File: src/hdl/plld_pkg.sv
// Package: register map, field positions, reset values and types of the lock-detect block
//
// Notes on behaviour
// - Integer feedback mode means modulator order code zero; codes one-three are orders.
// - Hold resistor code bits 6:4, capacitor code bits 2:0; drive both to filter.
// - Raw-lock routing bit sends undebounced selected lock to the status pin.
// - Precision enable bit selects the window comparator detector for lock.
// - Debounce code 0 none; 1, 2, 3 give 570, 5700, 57000 cycles.
// - Sticky select zero follows lock live; one holds lock once asserted.
// - Calibration-bypass zero enables detection after calibration; one also during it.
// - Detector disable bit turns detection off and forces lock asserted.
// - Drive three-bit code selecting the lock-detect RC filter resistor.
// - Drive four-bit high-threshold code to the comparator, reset code 0x8.
// - Drive four-bit low-threshold code to the comparator, reset code 0x8.
// - Calibration-done flag reads zero while running, one once complete.
// - Calibration-fail flag, valid while done is one: zero success, one failure.
// - Six-bit read-only calibration band, meaningful once calibration is done.
package plld_pkg;

	// ****************************************
	// Register byte addresses
	// ****************************************
	localparam logic [7:0] ADDR_TPOLE = 8'h00;
	localparam logic [7:0] ADDR_LKCFG = 8'h04;
	localparam logic [7:0] ADDR_THRSH = 8'h08;
	localparam logic [7:0] ADDR_CALST = 8'h0c;
	localparam logic [7:0] ADDR_IRQST = 8'h10;
	localparam logic [7:0] ADDR_IRQMK = 8'h14;

	// ****************************************
	// Reset values and writable masks
	// ****************************************
	localparam logic [7:0] TPOLE_RST = 8'h37;
	localparam logic [7:0] TPOLE_WMASK = 8'hf7;
	localparam logic [15:0] LKCFG_RST = 16'h0180;
	localparam logic [15:0] LKCFG_WMASK = 16'h03ff;
	localparam logic [7:0] THRSH_RST = 8'h88;
	localparam logic [3:0] IRQ_RST = 4'h0;

	// ****************************************
	// Field positions
	// ****************************************
	localparam int TP_BYP = 7;
	localparam int LK_RAW = 9;
	localparam int LK_PREC = 8;
	localparam int LK_TMR = 6;
	localparam int LK_STICKY = 5;
	localparam int LK_CALBYP = 4;
	localparam int LK_DIS = 3;
	localparam int CS_FAIL = 7;
	localparam int CS_DONE = 6;

	// Interrupt bit positions
	localparam int EV_LOCK = 0;
	localparam int EV_LOL = 1;
	localparam int EV_CDONE = 2;
	localparam int EV_CFAIL = 3;

	// ****************************************
	// Debounce counts in system clock cycles
	// ****************************************
	localparam int DEB_CNT1 = 570;
	localparam int DEB_CNT2 = 5700;
	localparam int DEB_CNT3 = 57000;
	localparam int DEB_W = 17;

	// Debounce state
	typedef enum logic [1:0] {
		DEB_IDLE = 2'b00,
		DEB_COUNT = 2'b01,
		DEB_LOCKED = 2'b10
	} plld_deb_t;

	// APB request and answer
	typedef struct packed {
		logic psel;
		logic penable;
		logic pwrite;
		logic [7:0] paddr;
		logic [31:0] pwdata;
	} plld_apb_req_t;

	typedef struct packed {
		logic pready;
		logic pslverr;
		logic [31:0] prdata;
	} plld_apb_rsp_t;

	// Analog loop inputs
	typedef struct packed {
		logic orig_lock;
		logic prec_lock;
		logic cal_done;
		logic cal_fail;
		logic [5:0] cal_band;
		logic [1:0] fb_mod_order;
	} plld_ana_in_t;

	// Analog loop controls
	typedef struct packed {
		logic third_pole_bypass;
		logic [2:0] third_pole_resistor_code;
		logic [2:0] third_pole_capacitor_code;
		logic [2:0] lock_rc_code;
		logic [3:0] window_high_threshold;
		logic [3:0] window_low_threshold;
		logic prec_en;
	} plld_ana_out_t;

endpackage

File: src/hdl/plld_top.sv
// Lock-detect and calibration-status register block with APB slave
//
// Implementation choices: the register offsets and the APB register port.
`timescale 1ns/1ns
`default_nettype none
module plld_top #(
	parameter int DEB_CNT1 = plld_pkg::DEB_CNT1,
	parameter int DEB_CNT2 = plld_pkg::DEB_CNT2,
	parameter int DEB_CNT3 = plld_pkg::DEB_CNT3
) (
	input wire logic i_ref_clk,
	input wire logic i_nrst,
	input wire plld_pkg::plld_apb_req_t i_apb,
	output plld_pkg::plld_apb_rsp_t o_apb,
	input wire plld_pkg::plld_ana_in_t i_ana,
	output plld_pkg::plld_ana_out_t o_ana,
	output logic o_lock,
	output logic o_serial_out_status_pin,
	output logic o_irq
);

	// ****************************************
	// State
	// ****************************************
	typedef struct packed {
		logic [7:0] tpole;
		logic [15:0] lkcfg;
		logic [7:0] thrsh;
		logic [3:0] irq_sts;
		logic [3:0] irq_msk;
		plld_pkg::plld_deb_t deb;
		logic [plld_pkg::DEB_W-1:0] cnt;
		logic sticky;
		logic lock;
		logic pin;
		logic done_prev;
		logic [31:0] rdata;
	} plld_state_t;

	plld_state_t st_r;
	plld_state_t st_nxt;
	logic raw_sel;
	logic detect_en;
	logic raw_q;
	logic deb_lock;
	logic lock_now;
	logic [plld_pkg::DEB_W-1:0] limit;
	logic [plld_pkg::DEB_W-1:0] cnt_inc;
	logic [1:0] tmr;
	logic wr_en;
	logic setup;
	logic mapped;
	logic [3:0] ev;

	// ****************************************
	// Lock path
	// ****************************************
	// Detector select, enable window and debounce limit
	always_comb
	begin
		raw_sel = st_r.lkcfg[plld_pkg::LK_PREC] ? i_ana.prec_lock : i_ana.orig_lock;
		detect_en = st_r.lkcfg[plld_pkg::LK_CALBYP] | i_ana.cal_done;
		raw_q = raw_sel & detect_en;
		tmr = st_r.lkcfg[plld_pkg::LK_TMR +: 2];
		case (tmr)
			2'h1: limit = plld_pkg::DEB_W'(DEB_CNT1);
			2'h2: limit = plld_pkg::DEB_W'(DEB_CNT2);
			2'h3: limit = plld_pkg::DEB_W'(DEB_CNT3);
			default: limit = '0;
		endcase
		cnt_inc = st_r.cnt + plld_pkg::DEB_W'(1);
		deb_lock = (tmr == 2'h0) ? raw_q : (st_r.deb == plld_pkg::DEB_LOCKED);
		if (st_r.lkcfg[plld_pkg::LK_DIS])
		begin
			lock_now = 1'b1;
		end
		else if (st_r.lkcfg[plld_pkg::LK_STICKY])
		begin
			lock_now = st_r.sticky | deb_lock;
		end
		else
		begin
			lock_now = deb_lock;
		end
	end

	// APB decode helpers
	always_comb
	begin
		setup = i_apb.psel & ~i_apb.penable;
		wr_en = i_apb.psel & i_apb.penable & i_apb.pwrite;
		if (i_apb.paddr == plld_pkg::ADDR_TPOLE)
			mapped = 1'b1;
		else if (i_apb.paddr == plld_pkg::ADDR_LKCFG)
			mapped = 1'b1;
		else if (i_apb.paddr == plld_pkg::ADDR_THRSH)
			mapped = 1'b1;
		else if (i_apb.paddr == plld_pkg::ADDR_CALST)
			mapped = 1'b1;
		else if (i_apb.paddr == plld_pkg::ADDR_IRQST)
			mapped = 1'b1;
		else if (i_apb.paddr == plld_pkg::ADDR_IRQMK)
			mapped = 1'b1;
		else
			mapped = 1'b0;
	end

	// ****************************************
	// Next state
	// ****************************************
	always_comb
	begin
		st_nxt = st_r;
		ev = 4'h0;
		// Debounce counter, any raw drop restarts it
		case (st_r.deb)
			plld_pkg::DEB_IDLE:
			begin
				if (raw_q && limit <= plld_pkg::DEB_W'(1))
				begin
					st_nxt.deb = plld_pkg::DEB_LOCKED;
					st_nxt.cnt = plld_pkg::DEB_W'(1);
				end
				else if (raw_q)
				begin
					st_nxt.deb = plld_pkg::DEB_COUNT;
					st_nxt.cnt = plld_pkg::DEB_W'(1);
				end
			end
			plld_pkg::DEB_COUNT:
			begin
				if (!raw_q)
				begin
					st_nxt.deb = plld_pkg::DEB_IDLE;
					st_nxt.cnt = '0;
				end
				else if (cnt_inc >= limit)
				begin
					st_nxt.deb = plld_pkg::DEB_LOCKED;
				end
				else
				begin
					st_nxt.cnt = cnt_inc;
				end
			end
			default:
			begin
				if (!raw_q)
				begin
					st_nxt.deb = plld_pkg::DEB_IDLE;
					st_nxt.cnt = '0;
				end
			end
		endcase
		// Sticky hold, released when the select bit drops
		st_nxt.sticky = st_r.lkcfg[plld_pkg::LK_STICKY] & (st_r.sticky | deb_lock);
		st_nxt.lock = lock_now;
		st_nxt.pin = st_r.lkcfg[plld_pkg::LK_RAW] ? raw_sel : lock_now;
		st_nxt.done_prev = i_ana.cal_done;
		// Events
		ev[plld_pkg::EV_LOCK] = lock_now & ~st_r.lock;
		ev[plld_pkg::EV_LOL] = ~lock_now & st_r.lock;
		ev[plld_pkg::EV_CDONE] = i_ana.cal_done & ~st_r.done_prev;
		ev[plld_pkg::EV_CFAIL] = i_ana.cal_done & ~st_r.done_prev & i_ana.cal_fail;
		// Register writes, reserved bits kept at zero
		if (wr_en && i_apb.paddr == plld_pkg::ADDR_TPOLE)
		begin
			st_nxt.tpole = i_apb.pwdata[7:0] & plld_pkg::TPOLE_WMASK;
		end
		else if (wr_en && i_apb.paddr == plld_pkg::ADDR_LKCFG)
		begin
			st_nxt.lkcfg = i_apb.pwdata[15:0] & plld_pkg::LKCFG_WMASK;
		end
		else if (wr_en && i_apb.paddr == plld_pkg::ADDR_THRSH)
		begin
			st_nxt.thrsh = i_apb.pwdata[7:0];
		end
		else if (wr_en && i_apb.paddr == plld_pkg::ADDR_IRQMK)
		begin
			st_nxt.irq_msk = i_apb.pwdata[3:0];
		end
		// Sticky status: write one clears, a new event wins
		if (wr_en && i_apb.paddr == plld_pkg::ADDR_IRQST)
		begin
			st_nxt.irq_sts = (st_r.irq_sts & ~i_apb.pwdata[3:0]) | ev;
		end
		else
		begin
			st_nxt.irq_sts = st_r.irq_sts | ev;
		end
		// Read data captured in the setup cycle
		if (setup && i_apb.paddr == plld_pkg::ADDR_TPOLE)
		begin
			st_nxt.rdata = {24'h000000, st_r.tpole};
		end
		else if (setup && i_apb.paddr == plld_pkg::ADDR_LKCFG)
		begin
			st_nxt.rdata = {16'h0000, st_r.lkcfg};
		end
		else if (setup && i_apb.paddr == plld_pkg::ADDR_THRSH)
		begin
			st_nxt.rdata = {24'h000000, st_r.thrsh};
		end
		else if (setup && i_apb.paddr == plld_pkg::ADDR_CALST)
		begin
			// Fail and band read zero until calibration is done
			st_nxt.rdata = {24'h000000, i_ana.cal_fail & i_ana.cal_done, i_ana.cal_done,
				i_ana.cal_band & {6{i_ana.cal_done}}};
		end
		else if (setup && i_apb.paddr == plld_pkg::ADDR_IRQST)
		begin
			st_nxt.rdata = {28'h0000000, st_r.irq_sts};
		end
		else if (setup && i_apb.paddr == plld_pkg::ADDR_IRQMK)
		begin
			st_nxt.rdata = {28'h0000000, st_r.irq_msk};
		end
		else if (setup)
		begin
			st_nxt.rdata = 32'h00000000;
		end
	end

	// State register
	always_ff @(posedge i_ref_clk or negedge i_nrst)
	begin
		if (!i_nrst)
		begin
			st_r.tpole <= plld_pkg::TPOLE_RST;
			st_r.lkcfg <= plld_pkg::LKCFG_RST;
			st_r.thrsh <= plld_pkg::THRSH_RST;
			st_r.irq_sts <= plld_pkg::IRQ_RST;
			st_r.irq_msk <= plld_pkg::IRQ_RST;
			st_r.deb <= plld_pkg::DEB_IDLE;
			st_r.cnt <= '0;
			st_r.sticky <= 1'b0;
			st_r.lock <= 1'b0;
			st_r.pin <= 1'b0;
			st_r.done_prev <= 1'b0;
			st_r.rdata <= 32'h00000000;
		end
		else
		begin
			st_r <= st_nxt;
		end
	end

	// ****************************************
	// Outputs
	// ****************************************
	// Analog controls from the registers, bypass also gated by the feedback mode
	always_comb
	begin
		// Bypass passed on only in integer feedback mode
		o_ana.third_pole_bypass = st_r.tpole[plld_pkg::TP_BYP]
			& (i_ana.fb_mod_order == 2'h0);
		o_ana.third_pole_resistor_code = st_r.tpole[6:4];
		o_ana.third_pole_capacitor_code = st_r.tpole[2:0];
		o_ana.lock_rc_code = st_r.lkcfg[2:0];
		o_ana.window_high_threshold = st_r.thrsh[7:4];
		o_ana.window_low_threshold = st_r.thrsh[3:0];
		o_ana.prec_en = st_r.lkcfg[plld_pkg::LK_PREC];
		o_apb.pready = 1'b1;
		o_apb.pslverr = i_apb.psel & i_apb.penable & ~mapped;
		o_apb.prdata = st_r.rdata;
		o_lock = st_r.lock;
		o_serial_out_status_pin = st_r.pin;
		o_irq = |(st_r.irq_sts & st_r.irq_msk);
	end

	// ****************************************
	// Checks
	// ****************************************
	// Consecutive raw-lock cycle count for debounce checks
	logic [plld_pkg::DEB_W-1:0] hi_run_r;
	always_ff @(posedge i_ref_clk or negedge i_nrst)
	begin
		if (!i_nrst)
			hi_run_r <= '0;
		else if (!raw_q)
			hi_run_r <= '0;
		else if (hi_run_r != '1)
			hi_run_r <= hi_run_r + plld_pkg::DEB_W'(1);
	end

	property p_bypass_gate;
		@(posedge i_ref_clk) disable iff (!i_nrst)
		o_ana.third_pole_bypass |-> (i_ana.fb_mod_order == 2'h0);
	endproperty
	a_bypass_gate: assert property (p_bypass_gate)
		else $error("bypass outside integer mode");

	property p_force_lock;
		@(posedge i_ref_clk) disable iff (!i_nrst)
		st_r.lkcfg[plld_pkg::LK_DIS] |=> o_lock;
	endproperty
	a_force_lock: assert property (p_force_lock)
		else $error("disabled detector not forcing lock");

	property p_cal_gate;
		@(posedge i_ref_clk) disable iff (!i_nrst)
		$rose(st_r.deb == plld_pkg::DEB_COUNT) |-> $past(detect_en);
	endproperty
	a_cal_gate: assert property (p_cal_gate)
		else $error("count began with detection off");

	property p_deb_full;
		@(posedge i_ref_clk) disable iff (!i_nrst)
		$rose(st_r.deb == plld_pkg::DEB_LOCKED) && $stable(tmr) |-> hi_run_r >= limit;
	endproperty
	a_deb_full: assert property (p_deb_full) else $error("debounce ended early");

	property p_deb_drop;
		@(posedge i_ref_clk) disable iff (!i_nrst)
		!raw_q |=> st_r.deb == plld_pkg::DEB_IDLE && st_r.cnt == '0;
	endproperty
	a_deb_drop: assert property (p_deb_drop)
		else $error("raw drop did not restart count");

	property p_sticky_hold;
		@(posedge i_ref_clk) disable iff (!i_nrst)
		o_lock && st_r.lkcfg[plld_pkg::LK_STICKY] ##1 st_r.lkcfg[plld_pkg::LK_STICKY] |=> o_lock;
	endproperty
	a_sticky_hold: assert property (p_sticky_hold) else $error("sticky lock dropped");

	property p_realtime;
		@(posedge i_ref_clk) disable iff (!i_nrst)
		tmr == 2'h0 && !st_r.lkcfg[plld_pkg::LK_STICKY] && !st_r.lkcfg[plld_pkg::LK_DIS]
			|=> o_lock == $past(raw_q);
	endproperty
	a_realtime: assert property (p_realtime)
		else $error("live lock not following detector");

	property p_raw_pin;
		@(posedge i_ref_clk) disable iff (!i_nrst)
		st_r.lkcfg[plld_pkg::LK_RAW] |=> o_serial_out_status_pin == $past(raw_sel);
	endproperty
	a_raw_pin: assert property (p_raw_pin) else $error("status pin not raw lock");

	property p_lol_event;
		@(posedge i_ref_clk) disable iff (!i_nrst)
		$fell(o_lock) |-> st_r.irq_sts[plld_pkg::EV_LOL];
	endproperty
	a_lol_event: assert property (p_lol_event) else $error("loss of lock not flagged");

	property p_cal_read_gate;
		@(posedge i_ref_clk) disable iff (!i_nrst)
		setup && i_apb.paddr == plld_pkg::ADDR_CALST && !i_ana.cal_done
			|=> o_apb.prdata[7:0] == 8'h00;
	endproperty
	a_cal_read_gate: assert property (p_cal_read_gate)
		else $error("calibration result shown before done");

	property p_pole_codes;
		@(posedge i_ref_clk) disable iff (!i_nrst)
		wr_en && i_apb.paddr == plld_pkg::ADDR_TPOLE
			|=> o_ana.third_pole_resistor_code == $past(i_apb.pwdata[6:4])
			&& o_ana.third_pole_capacitor_code == $past(i_apb.pwdata[2:0]);
	endproperty
	a_pole_codes: assert property (p_pole_codes)
		else $error("pole codes not driven as written");

	property p_thresholds;
		@(posedge i_ref_clk) disable iff (!i_nrst)
		wr_en && i_apb.paddr == plld_pkg::ADDR_THRSH
			|=> {o_ana.window_high_threshold, o_ana.window_low_threshold}
			== $past(i_apb.pwdata[7:0]);
	endproperty
	a_thresholds: assert property (p_thresholds)
		else $error("threshold codes not driven as written");

	property p_reserved_zero;
		@(posedge i_ref_clk) disable iff (!i_nrst)
		st_r.tpole[3] == 1'b0 && st_r.lkcfg[15:10] == 6'h00;
	endproperty
	a_reserved_zero: assert property (p_reserved_zero)
		else $error("reserved bit held a one");

	property p_done_event;
		@(posedge i_ref_clk) disable iff (!i_nrst)
		$rose(i_ana.cal_done) |=> st_r.irq_sts[plld_pkg::EV_CDONE];
	endproperty
	a_done_event: assert property (p_done_event) else $error("calibration done not flagged");

	c_debounced: cover property (@(posedge i_ref_clk) disable iff (!i_nrst)
		$rose(st_r.deb == plld_pkg::DEB_LOCKED) && tmr == 2'h1);
	c_restart: cover property (@(posedge i_ref_clk) disable iff (!i_nrst)
		st_r.deb == plld_pkg::DEB_COUNT ##1 st_r.deb == plld_pkg::DEB_IDLE);
	c_sticky: cover property (@(posedge i_ref_clk) disable iff (!i_nrst)
		o_lock && st_r.sticky && !raw_q);
	c_cal_fail: cover property (@(posedge i_ref_clk) disable iff (!i_nrst)
		$rose(st_r.irq_sts[plld_pkg::EV_CFAIL]));
	c_irq: cover property (@(posedge i_ref_clk) disable iff (!i_nrst) $rose(o_irq));

endmodule
`default_nettype wire

File: config.mk
export PLATFORM = sky130hd
export DESIGN_NAME = plld_top
export DESIGN_NICKNAME = d
export VERILOG_FILES = /design/src/hdl/plld_pkg.sv /design/src/hdl/plld_top.sv
export SDC_FILE = /design/constraint.sdc
export NUM_CORES = 1
export LEC_CHECK = 0
export ABC_AREA = 1
export BUFFER_PORTS_ARGS = -buffer_cell sky130_fd_sc_hd__buf_2
export CORE_ASPECT_RATIO = 1.75
export CORE_MARGIN = 4
export CORE_UTILIZATION = 48
export CTS_CLUSTER_DIAMETER = 80
export CTS_CLUSTER_SIZE = 40
export DETAILED_ROUTE_END_ITERATION = 12
export PLACE_DENSITY = 0.77
export SLEW_MARGIN = 25
export SYNTH_ARGS = -nofsm -noshare
export SYNTH_HDL_FRONTEND = slang
export SYNTH_SLANG_ARGS = --single-unit
File: constraint.sdc
create_clock -name i_ref_clk -period 2.85 [get_ports i_ref_clk]
set_clock_uncertainty 0.05 [all_clocks]
set_input_delay 0.57 -clock i_ref_clk [delete_from_list [all_inputs] [get_ports i_ref_clk]]
set_output_delay 0.57 -clock i_ref_clk [all_outputs]
set_load 0.02 [all_outputs]
Yosys cells after proc, flatten, opt, wreduce, memory -nomap -nowiden:

Cells that the tools add are included.

* output and inout port bits: 56
* input port bits: 57
* register bits after elaboration: 88
* logic and storage cells: 107

* bitwise gates (word level): 28
* reductions and logical operators: 23
* eq/ne operators: 14
* $add $sub $neg: 1
* $lt $le $gt $ge: 2
* muxes and demuxes: 27

Operator list (number)
* 2-to-1 mux 32 bit: 7
* 2-to-1 mux 19 bit: 4
* case mux 16 bit (3 select lines): 1
* case mux 19 bit (2 select lines): 1
* adder 17 x 1 -> 17 bit, second input constant: 1
* greater-or-equal comparator 17 bit: 1
* less-or-equal comparator 17 x 1 -> 1 bit, second input constant: 1
* 2-to-1 mux 17 bit: 1
* == test 8 x 4 -> 1 bit, second input constant: 2
* == test 8 x 5 -> 1 bit, second input constant: 2
* bitwise AND 1 bit: 12
* logical AND 1 bit: 12
* 2-to-1 mux 1 bit: 11
* != test 3 bit, second input constant: 3
* AND reduction 3 bit: 3
* bitwise AND 4 bit: 2
* == test 8 x 3 -> 1 bit, second input constant: 1
* logical NOT 8 bit: 1
* NOT 1 bit: 8
* bitwise OR 4 bit: 2
* nonzero test 7 bit: 1
* bitwise AND 6 bit: 1
* == test 2 bit, second input constant: 3
* logical NOT 2 bit: 3
* other kinds (9): 11

Logic depth before layout (Yosys ltp):

Gate-level depths: netlist of the first run.

* depth in word-level cells: 10
* depth in mapped cells: 20
* mapped depth without buffers: 19

Worst setup path after synthesis of the first run:

No wires, ideal clock.

* path type: register to register
* start: reg st_r[36] in the netlist's numbering
* end: reg st_r[47] in the netlist's numbering
* cell stages (with the launch flop): 18
* data required time: 2734 ps
* clock period less this slack: 2699 ps
* buffers on the path: 1
* data arrival time: 2583 ps
* setup slack: 151 ps
* setup time: 66 ps
* cells stage by stage: dfrtp_1 nand3_1 nor3_1 nor3b_1 nand3_1 xnor2_1 ha_1 nand4_1 nor3_1 nand2_1 nor2_1 nor2_2 nand3_2 nand2_4 nand2_4 buf_6 nand2_1 nand2_1

* cells in the longest elaborated chain, start to end: 4
* elaborated cells on any way between the ends: 7
* those cells by class: add/sub: 1; order compare: 1; eq/ne: 1; mux: 3; reduce/logical: 1

RTL lines
* start: declaration: RTL line plld_top.sv:40 `plld_state_t st_r;`
* start signal: assignment: RTL line plld_top.sv:244 `st_r <= st_nxt;`
* adder 17 x 1 -> 17 bit (*): RTL line plld_top.sv:71 `cnt_inc = st_r.cnt + plld_pkg::DEB_W'(1);`
* greater-or-equal comparator 17 bit or 2-to-1 mux 17 bit (tied branches): RTL line plld_top.sv:137 `else if (cnt_inc >= limit)`
* != test 3 bit (no line) or 2-to-1 mux 19 bit (tied branches)
* AND reduction 3 bit (no line) or case mux 19 bit (2 select lines) (tied branches)

Mark *: on every way between the ends. The rest lies on a longest branch, timed or not. The select of a mux whose other input is x is not followed.
A chain may end at the register's enable or synchronous reset.

Final worst setup path of the first run:

* start: reg st_r[36] in the netlist's numbering
* end: reg st_r[37] in the netlist's numbering

The elaborated chain is that of the path after synthesis.

==> impl_metrics.sql, run 1 <==
INSERT INTO impl_metrics (metric_group, metric, value, unit) VALUES
('floorplan', 'boundaryPins', '113', ''),
('yosys', 'synthesis.instances', '538', ''),
('sta', 'max_slew.worst_pin.slew', '0.682', 'ns'),
('sta', 'setup_slack', '-0.143', 'ns'),
('critical_path', 'worst_ep_arrival_time', '3.16', 'ns'),
('finish', 'layout.nets', '681', ''),
('route', 'route.final.wire_length', '11600', 'µm'),
('floorplan', 'fp.dieW', '77.9', 'µm'),
('finish', 'finalNonFillerCells', '730', ''),
('clock_network', 'cts.sink_count', '66', ''),
('critical_path', 'worst_setup_path_start_kind', 'register', ''),
('global_route', 'met1_usage', '20.6', '%'),
('yosys', 'syn_area_per_cell', '7.63', 'µm²'),
('critical_path', 'timing.critical_path.required', '3.02', 'ns'),
('job', 'drv.max_cap_violation_count', '0', ''),
('power_and_ir_drop', 'power_leakage', '0.00267', 'µW'),
('clock_network', 'cts-root-to-sink-buffers', '2', ''),
('route', 'first_pass_iters', '5', ''),
('floorplan', 'core_region_area', '8310', 'µm²'),
('critical_path', 'ff_to_ff_setup_slack', '-0.14', 'ns'),
('yosys', 'post_synth_edffs', '0', ''),
('global_route', 'grt_use_met2', '40.9', '%'),
('yosys', 'synthDominantCellAreaShare', '34.8', '%'),
('critical_path', 'r2r_start', 'st_r[36]', ''),
('sta', 'slew_headroom', '54.5', '%'),
('finish', 'final.fill_count', '699', ''),
('clock_network', 'tritoncts', 'built', ''),
('finish', 'multi_input_area', '2170', 'µm²'),
('yosys', 'yosys.area.top_type', 'dfrtp_1', ''),
('yosys', 'synth.yosys.seq_area_share', '40.5', '%'),
('sta', 'report.final.setup_viol', '18', ''),
('clock_network', 'clk_root_buffer_cell', 'clkbuf_16', ''),
('critical_path', 'rr_endpoint', 'st_r[37]', ''),
('global_route', 'grt_most_used_layer', 'met2', ''),
('yosys', 'synth_top_flop_cell', 'dfrtp_1', ''),
('global_route', 'grt_pass1_wl', '16700', 'µm'),
('finish', 'area.sequential', '1660', 'µm²'),
('critical_path', 'crit_path_top_delay_cell', 'dfrtp_1', ''),
('global_route', 'global_route.usage.met3', '4.21', '%'),
('place', 'post_dp_cell_area', '4430', 'µm²'),
('min_path', 'worstHoldPathType', 'input port to asynchronous set/reset pin', ''),
('finish', 'area.growth.synth_to_final', '23.2', '%'),
('finish', 'post-route-cell-area', '5050', 'µm²'),
('floorplan', 'die_height', '130', 'µm'),
('yosys', 'synthDistinctLibCells', '37', ''),
('route', 'via_per_inst', '5.29', ''),
('floorplan', 'die-area', '10100', 'µm²'),
('critical_path', 'rr_worst_depth', '19', ''),
('global_route', 'grt_usage', '21.1', '%'),
('route', 'initial_drc_count', '258', ''),
('place', 'gp_routability_congestion', '0.945', ''),
('yosys', 'synthTopCellsByCount', 'nand2_1, dfrtp_1, buf_4', ''),
('run_status', 'failed_checks', 'negative setup slack', ''),
('critical_path', 'critical_path.max_fanout', '8', ''),
('yosys', 'ys_warn_count', '0', ''),
('sta', 'achievable-frequency', '0.334', 'GHz'),
('critical_path', 'critical_path.endpoint_type', 'register', ''),
('clock_network', 'clk_pin_slew', '0.06', 'ns'),
('finish', 'n_antenna_cell', '0', ''),
('global_route', 'grt_start_max_net_pins', '40', ''),
('clock_network', 'clkLatencyLatePin', '0.34', 'ns'),
('route', 'detail_route.drc_violations', '0', ''),
('global_route', 'antenna_found_initial', '0', ''),
('floorplan', 'initial_core_util', '49.4', '%'),
('clock_network', 'cts_inserted_buffers', '9', ''),
('run_status', 'outcome', 'finished with violations', ''),
('sta', 'final.min_clock_period', '2.99', 'ns'),
('critical_path', 'kind_of_critical_path', 'register to register', ''),
('yosys', 'synth-async-reset-ratio', '100', '%'),
('finish', 'proportion_of_layout_cells_with_a_drive_suffix_above_1', '29.1', '%'),
('sta', 'hold_viol', '0', '');
worst max path at each step:
stage / startpoint / end / cells after the start
2_1_floorplan: st_r[36] / st_r[47] / 17
3_3_place_gp: st_r[37] / st_r[53] / 16
3_5_place_dp: st_r[37] / st_r[53] / 16
4_1_cts: st_r[37] / st_r[53] / 16
5_1_grt: st_r[36] / st_r[37] / 17
6_report: st_r[36] / st_r[37] / 19
cells by family (layout without fill, tap and decap cells):
family	count (synthesis)	after routing	synth area share, %
xor+xnor	10	10	2.13
buf+inv	110	165	15.0
compound gates	64	64	8.75
simple gates	270	271	28.6
other cells	2	23	0.183
flops	66	66	40.5
mux	2	2	0.549
fa+ha+maj	14	14	4.27
cell type report:
| type | count | share of cell area (%) |
|---|---|---|
| Timing Repair Buffer | 101 | 12.3 |
| Clock buffer | 11 | 4.80 |
| Tap cell | 115 | 2.85 |
| Multi-Input combinational cell | 384 | 43.0 |
| Inverter | 48 | 3.57 |
| Sequential cell | 66 | 32.9 |
| Clock inverter | 5 | 0.594 |
metal layers:
metal  vias up  routed length [µm]
li1       1810                   -
met1      1842                3950
met2       160                6490
met3        52                 528
met4         0                 592
met5         -                   0
stage by stage:
stage | util (%) | TNS, ns | power [µW] | setup WS [ns]
final | 60.8 | -1.88 | 2530 | -0.143
after detailed placement | 53.3 | -4.53 | 1380 | -0.266
after floorplan | - | 0 | 1280 | 0.151
after global placement | 53.3 | -3.68 | 1370 | -0.217
after global routing | 60.8 | -4.51 | 2620 | -0.299
after CTS | 57.0 | 0 | 2410 | 0.00928
state kept, by name, indices dropped and copies added (netlist names):
signal                   cells
o_lock                       1
o_ana                       18
st_r                        36
o_apb                       10
o_serial_out_status_pin      1
report_power, final:
group          internal (µW)  switching, µW
clock                    607            424
combinational            188            319
sequential               967           27.9
total                   1760            771
worst max-delay path: cells and delay by family, from the launching register on:
kind | cells | cell delay, ns
simple gates | 16 | 1.71
flops | 1 | 0.37
xor+xnor | 1 | 0.32
fa+ha+maj | 1 | 0.32
buf+inv | 1 | 0.11
layout by cell type (no fill, tap or decap), types with 2 or more instances in the layout:
cell,instances
buf_4,27
a21oi_1,6
buf_6,5
nand3b_1,11
mux2_2,2
nor3_1,7
ha_4,3
nor2_2,5
nand2_1,145
o21ai_0,43
nand2_8,3
dfstp_2,9
nand3_1,26
nor2_1,33
nand2_4,2
nand2_2,16
xor2_2,2
inv_1,47
xor2_1,5
or2_2,2
dfrtp_1,57
nand3_4,2
clkinvlp_4,2
clkinv_2,3
nor2_4,3
a221oi_1,3
buf_2,68
clkbuf_16,9
ha_1,10
conb_1,23
nand3_2,4
nand4_1,7
a31oi_1,3
repair_timing:
item                       CTS  global route
setup endpoints to repair   19            19
buffers inserted             0             8
resized for setup            8            49
pin swaps                    3            17
gates cloned                 0             2
Note: power is estimated with default switching activity, not from simulation.
==> run 2, diff against run 1 <==
--- a/config.mk
+++ b/config.mk
@@ -6,14 +6,14 @@
 export NUM_CORES = 1
 export LEC_CHECK = 0
 export ABC_AREA = 1
-export BUFFER_PORTS_ARGS = -buffer_cell sky130_fd_sc_hd__buf_2
 export CORE_ASPECT_RATIO = 1.75
 export CORE_MARGIN = 4
-export CORE_UTILIZATION = 48
+export CORE_UTILIZATION = 60
 export CTS_CLUSTER_DIAMETER = 80
 export CTS_CLUSTER_SIZE = 40
 export DETAILED_ROUTE_END_ITERATION = 12
-export PLACE_DENSITY = 0.77
+export DONT_BUFFER_PORTS = 1
+export PLACE_DENSITY = 0.76
 export SLEW_MARGIN = 25
 export SYNTH_ARGS = -nofsm -noshare
 export SYNTH_HDL_FRONTEND = slang
==> constraint.sdc (replaced) <==
create_clock -name i_ref_clk -period 3.5 [get_ports i_ref_clk]
set_clock_uncertainty 0.05 [all_clocks]
set_input_delay 0.7 -clock i_ref_clk [delete_from_list [all_inputs] [get_ports i_ref_clk]]
set_output_delay 0.7 -clock i_ref_clk [all_outputs]
set_load 0.02 [all_outputs]
==> run 2 against run 1 <==
  * The run now ends clean
  * Setup slack gained 0.42 ns
  * Global-route usage increased by 4.4 points
  * Via count fell by 12%
  * Clock power hardly changed
  * Cell count is 17% lower
  * Sequential share of layout area increased by 5.9 points
  * Critical endpoint is now st_r[50]
  * Largest cell class unchanged
  * Highest routed layer unchanged
==> impl_metrics.sql, run 2 (synthesis gave the netlist of run 1 again) <==
INSERT INTO impl_metrics (metric_group, metric, value, unit) VALUES
('run_status', 'outcome', 'finished clean', ''),
('critical_path', 'cp_cell_sequence', 'nand3_1 -> nor3_2 -> nor3b_1 -> xnor2_1 -> inv_1 -> ha_1 -> nand2_1 -> nor2_1 -> nand2_1 -> nor3_1 -> nand2_1 -> nor2_1 -> nor2_2 -> nand3_2 -> nand2_4 -> nand2_4 -> nand2_1 -> nand2_1', ''),
('clock_network', 'cts.sink_count', '66', ''),
('critical_path', 'critical_path.endpoint_type', 'register', ''),
('sta', 'final_min_period_over_clock_period', '92.0', '%'),
('sta', 'hold_viol', '0', ''),
('clock_network', 'clk_root_buffer_cell', 'clkbuf_16', ''),
('sta', 'achievable-frequency', '0.311', 'GHz'),
('finish', 'layout_commonest_cell', 'nand2_1', ''),
('critical_path', 'worst_setup_path_start_kind', 'register', ''),
('finish', 'finalNonFillerCells', '605', ''),
('critical_path', 'timing.critical_path.slowest_cell_delay', '0.39', 'ns'),
('critical_path', 'timing.critical_path.required', '3.72', 'ns'),
('floorplan', 'die_height', '117', 'µm'),
('sta', 'slew_headroom', '53.7', '%'),
('place', 'portBuffers', '0', ''),
('critical_path', 'worstPathBufferInverterCount', '1', ''),
('floorplan', 'placementRows', '39', ''),
('route', 'via_count_of_the_routed_design', '3387', ''),
('finish', 'regMostFlops', 'st_r', ''),
('place', 'placed_cells', '587', ''),
('global_route', 'vias_in_the_first_global_route', '3432', ''),
('critical_path', 'critical_path.max_fanout', '16', ''),
('clock_network', 'cts-root-to-sink-buffers', '2', ''),
('route', 'initial_drc_count', '201', ''),
('route', 'post_detailed_route_count_of_antenna_violating_nets', '0', ''),
('sta', 'report.final.setup_viol', '0', ''),
('power_and_ir_drop', 'combPwrFrac', '12.8', '%'),
('finish', 'largest_reg_flops', '36', ''),
('place', 'hpwl', '7440', 'µm'),
('finish', 'n_antenna_cell', '0', ''),
('global_route', 'grt_start_max_net_pins', '67', ''),
('sta', 'setup_slack', '0.281', 'ns'),
('critical_path', 'critical_path.top_delay_family', 'simple AND/OR/NAND/NOR gates', ''),
('power_and_ir_drop', 'p_switching', '536', 'µW'),
('sta', 'final.min_clock_period', '3.22', 'ns'),
('min_path', 'worstHoldPathType', 'input port to asynchronous set/reset pin', ''),
('route', 'via_per_inst', '5.60', ''),
('clock_network', 'clkLatencyLatePin', '0.33', 'ns'),
('clock_network', 'cts-htree-levels', '3', ''),
('power_and_ir_drop', 'p_clk_share', '48.4', '%'),
('critical_path', 'crit_path_top_delay_cell', 'dfrtp_1', ''),
('global_route', 'grt_usage', '25.5', '%'),
('clock_network', 'clk_pin_slew', '0.05', 'ns'),
('power_and_ir_drop', 'power_leakage', '0.00218', 'µW'),
('clock_network', 'post_cts.repair.setup_buffers', '0', ''),
('floorplan', 'initial_core_util', '62.3', '%'),
('critical_path', 'worst_ep_arrival_time', '3.44', 'ns'),
('sta', 'slew_violations', '0', ''),
('floorplan', 'boundaryPins', '113', ''),
('place', 'dp_slack', '0.253', 'ns'),
('place', 'gp_routability_congestion', '0.930', ''),
('job', 'drv.max_cap_violation_count', '0', ''),
('power_and_ir_drop', 'power.internal', '1560', 'µW'),
('route', 'route.final.wire_length', '10100', 'µm'),
('floorplan', 'fp.dieW', '70.5', 'µm'),
('global_route', 'antenna_found_initial', '0', ''),
('finish', 'layout.cells.most_common_list', 'nand2_1, dfrtp_1, inv_1', ''),
('critical_path', 'critical-path-top-cell-by-count', 'nand2_1', ''),
('floorplan', 'core_region_area', '6590', 'µm²'),
('sta', 'rsz0062_at_grt', 'no', ''),
('finish', 'layout.nets', '589', ''),
('route', 'detail_route.drc_violations', '0', ''),
('route', 'first_pass_iters', '4', ''),
('power_and_ir_drop', 'power_density', '490', 'nW/µm²'),
('critical_path', 'kind_of_critical_path', 'register to register', ''),
('power_and_ir_drop', 'share_seq_of_total_power', '38.8', '%'),
('clock_network', 'tritoncts', 'built', ''),
('sta', 'max_slew.worst_pin.slew', '0.690', 'ns'),
('floorplan', 'die-area', '8280', 'µm²'),
('global_route', 'grt_pass1_wl', '16500', 'µm'),
('power_and_ir_drop', 'peak_supply_drop', '0.447', 'mV'),
('clock_network', 'cts_inserted_buffers', '9', ''),
('finish', 'area.growth.synth_to_final', '4.36', '%'),
('power_and_ir_drop', 'sw_share', '25.5', '%'),
('sta', 'tns', '0', 'ns'),
('global_route', 'grt_overflow_total', '0', ''),
('route', 'post_drt_wl_per_cell', '16.7', 'µm'),
('finish', 'proportion_of_layout_cells_with_a_drive_suffix_above_1', '8.80', '%');
-- run 2: repair_timing --
| item | CTS | global route |
|---|---|---|
| setup endpoints to repair | 0 | 16 |
| hold endpoints to repair | 0 | 28 |
| gates resized for setup | 0 | 1 |
| hold buffers | 0 | 2 |
-- run 2: worst reg2reg max path: stages, from the launching register on --
cell and delay (ns):
dfrtp_1 0.39, nand3_1 0.19, nor3_2 0.33, nor3b_1 0.33
xnor2_1 0.16, inv_1 0.07, ha_1 0.27, nand2_1 0.06
nor2_1 0.22, nand2_1 0.08, nor3_1 0.17, nand2_1 0.09
nor2_1 0.15, nor2_2 0.06, nand3_2 0.10, nand2_4 0.10
nand2_4 0.19, nand2_1 0.08, nand2_1 0.06
-- run 2: power groups by stage --
stage	Sequential, µW	Clock, µW	Combinational, µW
floorplan	820	0	220
global placement	828	0	241
detailed placement	828	0	248
CTS	815	1030	254
global route	817	1070	296
finish	816	1020	268
-- run 2: cell type report --
| class | count | area, µm² |
|---|---|---|
| Fill cell | 594 | 2310 |
| Multi-Input combinational cell | 383 | 1910 |
| Sequential cell | 66 | 1660 |
| Clock buffer | 11 | 233 |
| Inverter | 48 | 180 |
| Clock inverter | 5 | 103 |
| Tap cell | 82 | 103 |
| Timing Repair Buffer | 10 | 90.1 |
-- run 2: worst paths after layout --
kind | slack [ns] | depth (start not counted) | endpoint | from
max | 0.28 | 18 | st_r[50] | st_r[38]
min | 0.02 | 0 | st_r[53] | i_nrst
min in group i_ref_clk | 0.34 | 0 | st_r[32] | i_ana[9]
max in group asynchronous | 2.64 | 1 | o_ana[9] | i_nrst
min reg2reg | 0.46 | 2 | st_r[61] | st_r[32]
max reg2reg | 0.28 | 18 | st_r[50] | st_r[38]
-- run 2: metrics by stage --
step | hold WS (ns) | total power [µW] | utilization, % | area (µm²)
global placement | 0.356 | 1070 | 59.4 | 3910
floorplan | 0.354 | 1040 | - | 4180
finish | 0.0162 | 2100 | 65.0 | 4280
detailed placement | 0.356 | 1080 | 59.4 | 3910
global route | 0.00299 | 2180 | 65.0 | 4280
CTS | 0.00136 | 2100 | 64.5 | 4250
-- run 2: layer usage --
metal	routed length (µm)	part of all wire (%)	track usage, %	up-vias
met1	3420	34	24.8	1622
met3	531	5.3	5.57	33
li1	-	-	-	1625
met5	0	0	0	-
met4	466	4.6	17.6	0
met2	5690	56	46.1	107
==> run 3, diff against run 2 <==
--- a/config.mk
+++ b/config.mk
@@ -13,7 +13,9 @@
 export CTS_CLUSTER_SIZE = 40
 export DETAILED_ROUTE_END_ITERATION = 12
 export DONT_BUFFER_PORTS = 1
+export MAX_ROUTING_LAYER = met4
 export PLACE_DENSITY = 0.76
+export RECOVER_POWER = 25
 export SLEW_MARGIN = 25
 export SYNTH_ARGS = -nofsm -noshare
 export SYNTH_HDL_FRONTEND = slang
==> run 3 against run 2 <==
  * Non-clock buffer count shrank 1
  * Clock-buffer cell count grew 3
  * Largest cell class unchanged
  * Routed wire length shrank 2.6%
  * Core utilization shrank 0.82 points
==> impl_metrics.sql, run 3 (synthesis gave the netlist of run 1 again) <==
INSERT INTO impl_metrics (metric_group, metric, value, unit) VALUES
('run_status', 'outcome', 'finished clean', ''),
('finish', 'n_antenna_cell', '0', ''),
('sta', 'report.final.setup_viol', '0', ''),
('sta', 'max_slew.worst_pin.slew', '0.667', 'ns'),
('place', 'gp_routability_congestion', '0.953', ''),
('clock_network', 'cts-htree-levels', '3', ''),
('critical_path', 'crit_path_top_delay_cell', 'dfrtp_1', ''),
('sta', 'final_min_period_over_clock_period', '90.4', '%'),
('power_and_ir_drop', 'peak_supply_drop', '0.361', 'mV'),
('critical_path', 'timing.critical_path.required', '3.72', 'ns'),
('critical_path', 'critical_path.endpoint_type', 'register', ''),
('floorplan', 'die_height', '117', 'µm'),
('clock_network', 'cts_inserted_buffers', '9', ''),
('power_and_ir_drop', 'power_leakage', '0.00216', 'µW'),
('floorplan', 'boundaryPins', '113', ''),
('route', 'post_detailed_route_count_of_antenna_violating_nets', '0', ''),
('sta', 'slew_violations', '0', ''),
('critical_path', 'timing.critical_path.slowest_cell_delay', '0.38', 'ns'),
('finish', 'proportion_of_layout_cells_with_a_drive_suffix_above_1', '8.62', '%'),
('place', 'dp_slack', '0.424', 'ns'),
('sta', 'hold_viol', '0', ''),
('global_route', 'grt_usage', '26.1', '%'),
('finish', 'regMostFlops', 'st_r', ''),
('route', 'via_per_inst', '5.56', ''),
('critical_path', 'kind_of_critical_path', 'register to register', ''),
('global_route', 'global_route.usage.met3', '5.14', '%'),
('clock_network', 'clk_root_buffer_cell', 'clkbuf_16', ''),
('sta', 'final.min_clock_period', '3.16', 'ns'),
('sta', 'setup_slack', '0.335', 'ns'),
('critical_path', 'critical_path.max_fanout', '16', ''),
('floorplan', 'die-area', '8280', 'µm²'),
('critical_path', 'r2r_start', 'st_r[36]', ''),
('floorplan', 'core_region_area', '6590', 'µm²'),
('sta', 'slew_headroom', '55.4', '%'),
('clock_network', 'cts-root-to-sink-buffers', '2', ''),
('finish', 'layout_commonest_cell', 'nand2_1', ''),
('clock_network', 'clk_pin_slew', '0.05', 'ns'),
('power_and_ir_drop', 'design_power_total', '2000', 'µW'),
('clock_network', 'cts.sink_count', '66', ''),
('clock_network', 'tritoncts', 'built', ''),
('route', 'first_pass_iters', '7', ''),
('critical_path', 'worst_ep_arrival_time', '3.38', 'ns'),
('floorplan', 'placementRows', '39', ''),
('job', 'drv.max_cap_violation_count', '0', ''),
('clock_network', 'postCtsHoldBufs', '0', ''),
('finish', 'layout.nets', '588', ''),
('critical_path', 'worst_setup_path_start_kind', 'register', ''),
('global_route', 'grt_use_met2', '45.7', '%'),
('critical_path', 'cp_cell_sequence', 'buf_4 -> ha_1 -> nand2_1 -> nor2_4 -> nand3_1 -> xor2_1 -> inv_1 -> ha_1 -> nand2_1 -> nor2_1 -> nand2_1 -> nor3_1 -> nand2_1 -> nor2_1 -> nor2_2 -> nand3_2 -> nand2_4 -> nand2_4 -> nand2_1 -> nand2_1', ''),
('critical_path', 'critical_path.top_delay_family', 'simple AND/OR/NAND/NOR gates', ''),
('global_route', 'vias_in_the_first_global_route', '3363', ''),
('place', 'hpwl', '7490', 'µm'),
('route', 'post_drt_wl_per_cell', '16.3', 'µm'),
('finish', 'final.fill_count', '582', ''),
('power_and_ir_drop', 'power_density', '472', 'nW/µm²'),
('critical_path', 'rr_worst_depth', '20', ''),
('clock_network', 'post_cts_resize_count', '0', ''),
('route', 'via_count_of_the_routed_design', '3356', ''),
('critical_path', 'critical-path-top-cell-by-count', 'nand2_1', ''),
('sta', 'hold_ws', '0.0134', 'ns'),
('sta', 'achievable-frequency', '0.316', 'GHz'),
('min_path', 'worstHoldPathType', 'input port to asynchronous set/reset pin', ''),
('finish', 'layout.cells.most_common_list', 'nand2_1, dfrtp_1, inv_1', ''),
('sta', 'tns', '0', 'ns'),
('clock_network', 'clkLatencyLatePin', '0.33', 'ns'),
('place', 'portBuffers', '0', ''),
('critical_path', 'worstPathBufferInverterCount', '2', ''),
('sta', 'rsz0062_at_grt', 'no', ''),
('finish', 'area.growth.synth_to_final', '3.05', '%'),
('global_route', 'grt_most_used_layer', 'met2', ''),
('route', 'initial_drc_count', '190', ''),
('global_route', 'grt_overflow_total', '0', ''),
('global_route', 'met1_usage', '26.4', '%'),
('critical_path', 'ff_to_ff_setup_slack', '0.34', 'ns'),
('route', 'route.final.wire_length', '9840', 'µm'),
('global_route', 'antenna_found_initial', '0', ''),
('clock_network', 'post_cts.repair.setup_buffers', '0', ''),
('finish', 'largest_reg_flops', '36', ''),
('floorplan', 'fp.dieW', '70.5', 'µm'),
('global_route', 'grt_start_max_net_pins', '67', ''),
('critical_path', 'rr_endpoint', 'st_r[37]', ''),
('floorplan', 'initial_core_util', '62.3', '%'),
('route', 'detail_route.drc_violations', '0', ''),
('global_route', 'grt_pass1_wl', '16400', 'µm');
-- run 3: changes by cell type in the layout (fill, tap and decap cells not counted) --
cell,change
buf_4,+1
nor3_2,-1
dlygate4sd3_1,-1
buf_12,-1
bufinv_16,-2
clkbuf_8,+3
clkinvlp_4,-1
nor3_1,+1
-- run 3: cell type report --
type / count / area [µm²] / area share (%)
clock inverter: 2 / 35.0 / 0.829
multi-input combinational: 383 / 1910 / 45.1
inverter: 48 / 180 / 4.26
timing repair buffer: 9 / 67.6 / 1.60
clock buffer: 14 / 274 / 6.48
sequential: 66 / 1660 / 39.3
tap: 82 / 103 / 2.43
-- run 3: worst max path at each step --
stage,start,endpoint,slack [ns],cells past startpoint
floorplan,i_apb[33],o_apb[32],0.66,6
global placement,st_r[38],st_r[45],0.45,19
detailed placement,st_r[38],st_r[45],0.42,19
CTS,st_r[37],st_r[37],0.33,19
global route,st_r[37],st_r[44],0.03,17
finish,st_r[36],st_r[37],0.34,20
-- run 3: metrics by stage --
| step | cell area, µm² | utilization (%) | std cells |
|---|---|---|---|
| global placement | 3920 | 59.5 | 588 |
| detailed placement | 3920 | 59.5 | 588 |
| finish | 4230 | 64.2 | 604 |
| global route | 4230 | 64.2 | 604 |
| CTS | 4230 | 64.2 | 604 |
| floorplan | 4180 | - | 559 |
-- run 3: power breakdown --
part,total [µW],leakage [µW],switching (µW),internal (µW)
clock,918,0.000153,310,608
combinational,260,0.00115,180,79.4
sequential,818,0.000859,29.5,788
total,2000,0.00216,519,1480
-- run 3: per-layer routing --
layer,up-vias,part of all wire [%]
li1,1619,-
met1,1585,34
met2,123,56
met3,29,5.2
met4,0,4.3
met5,-,0
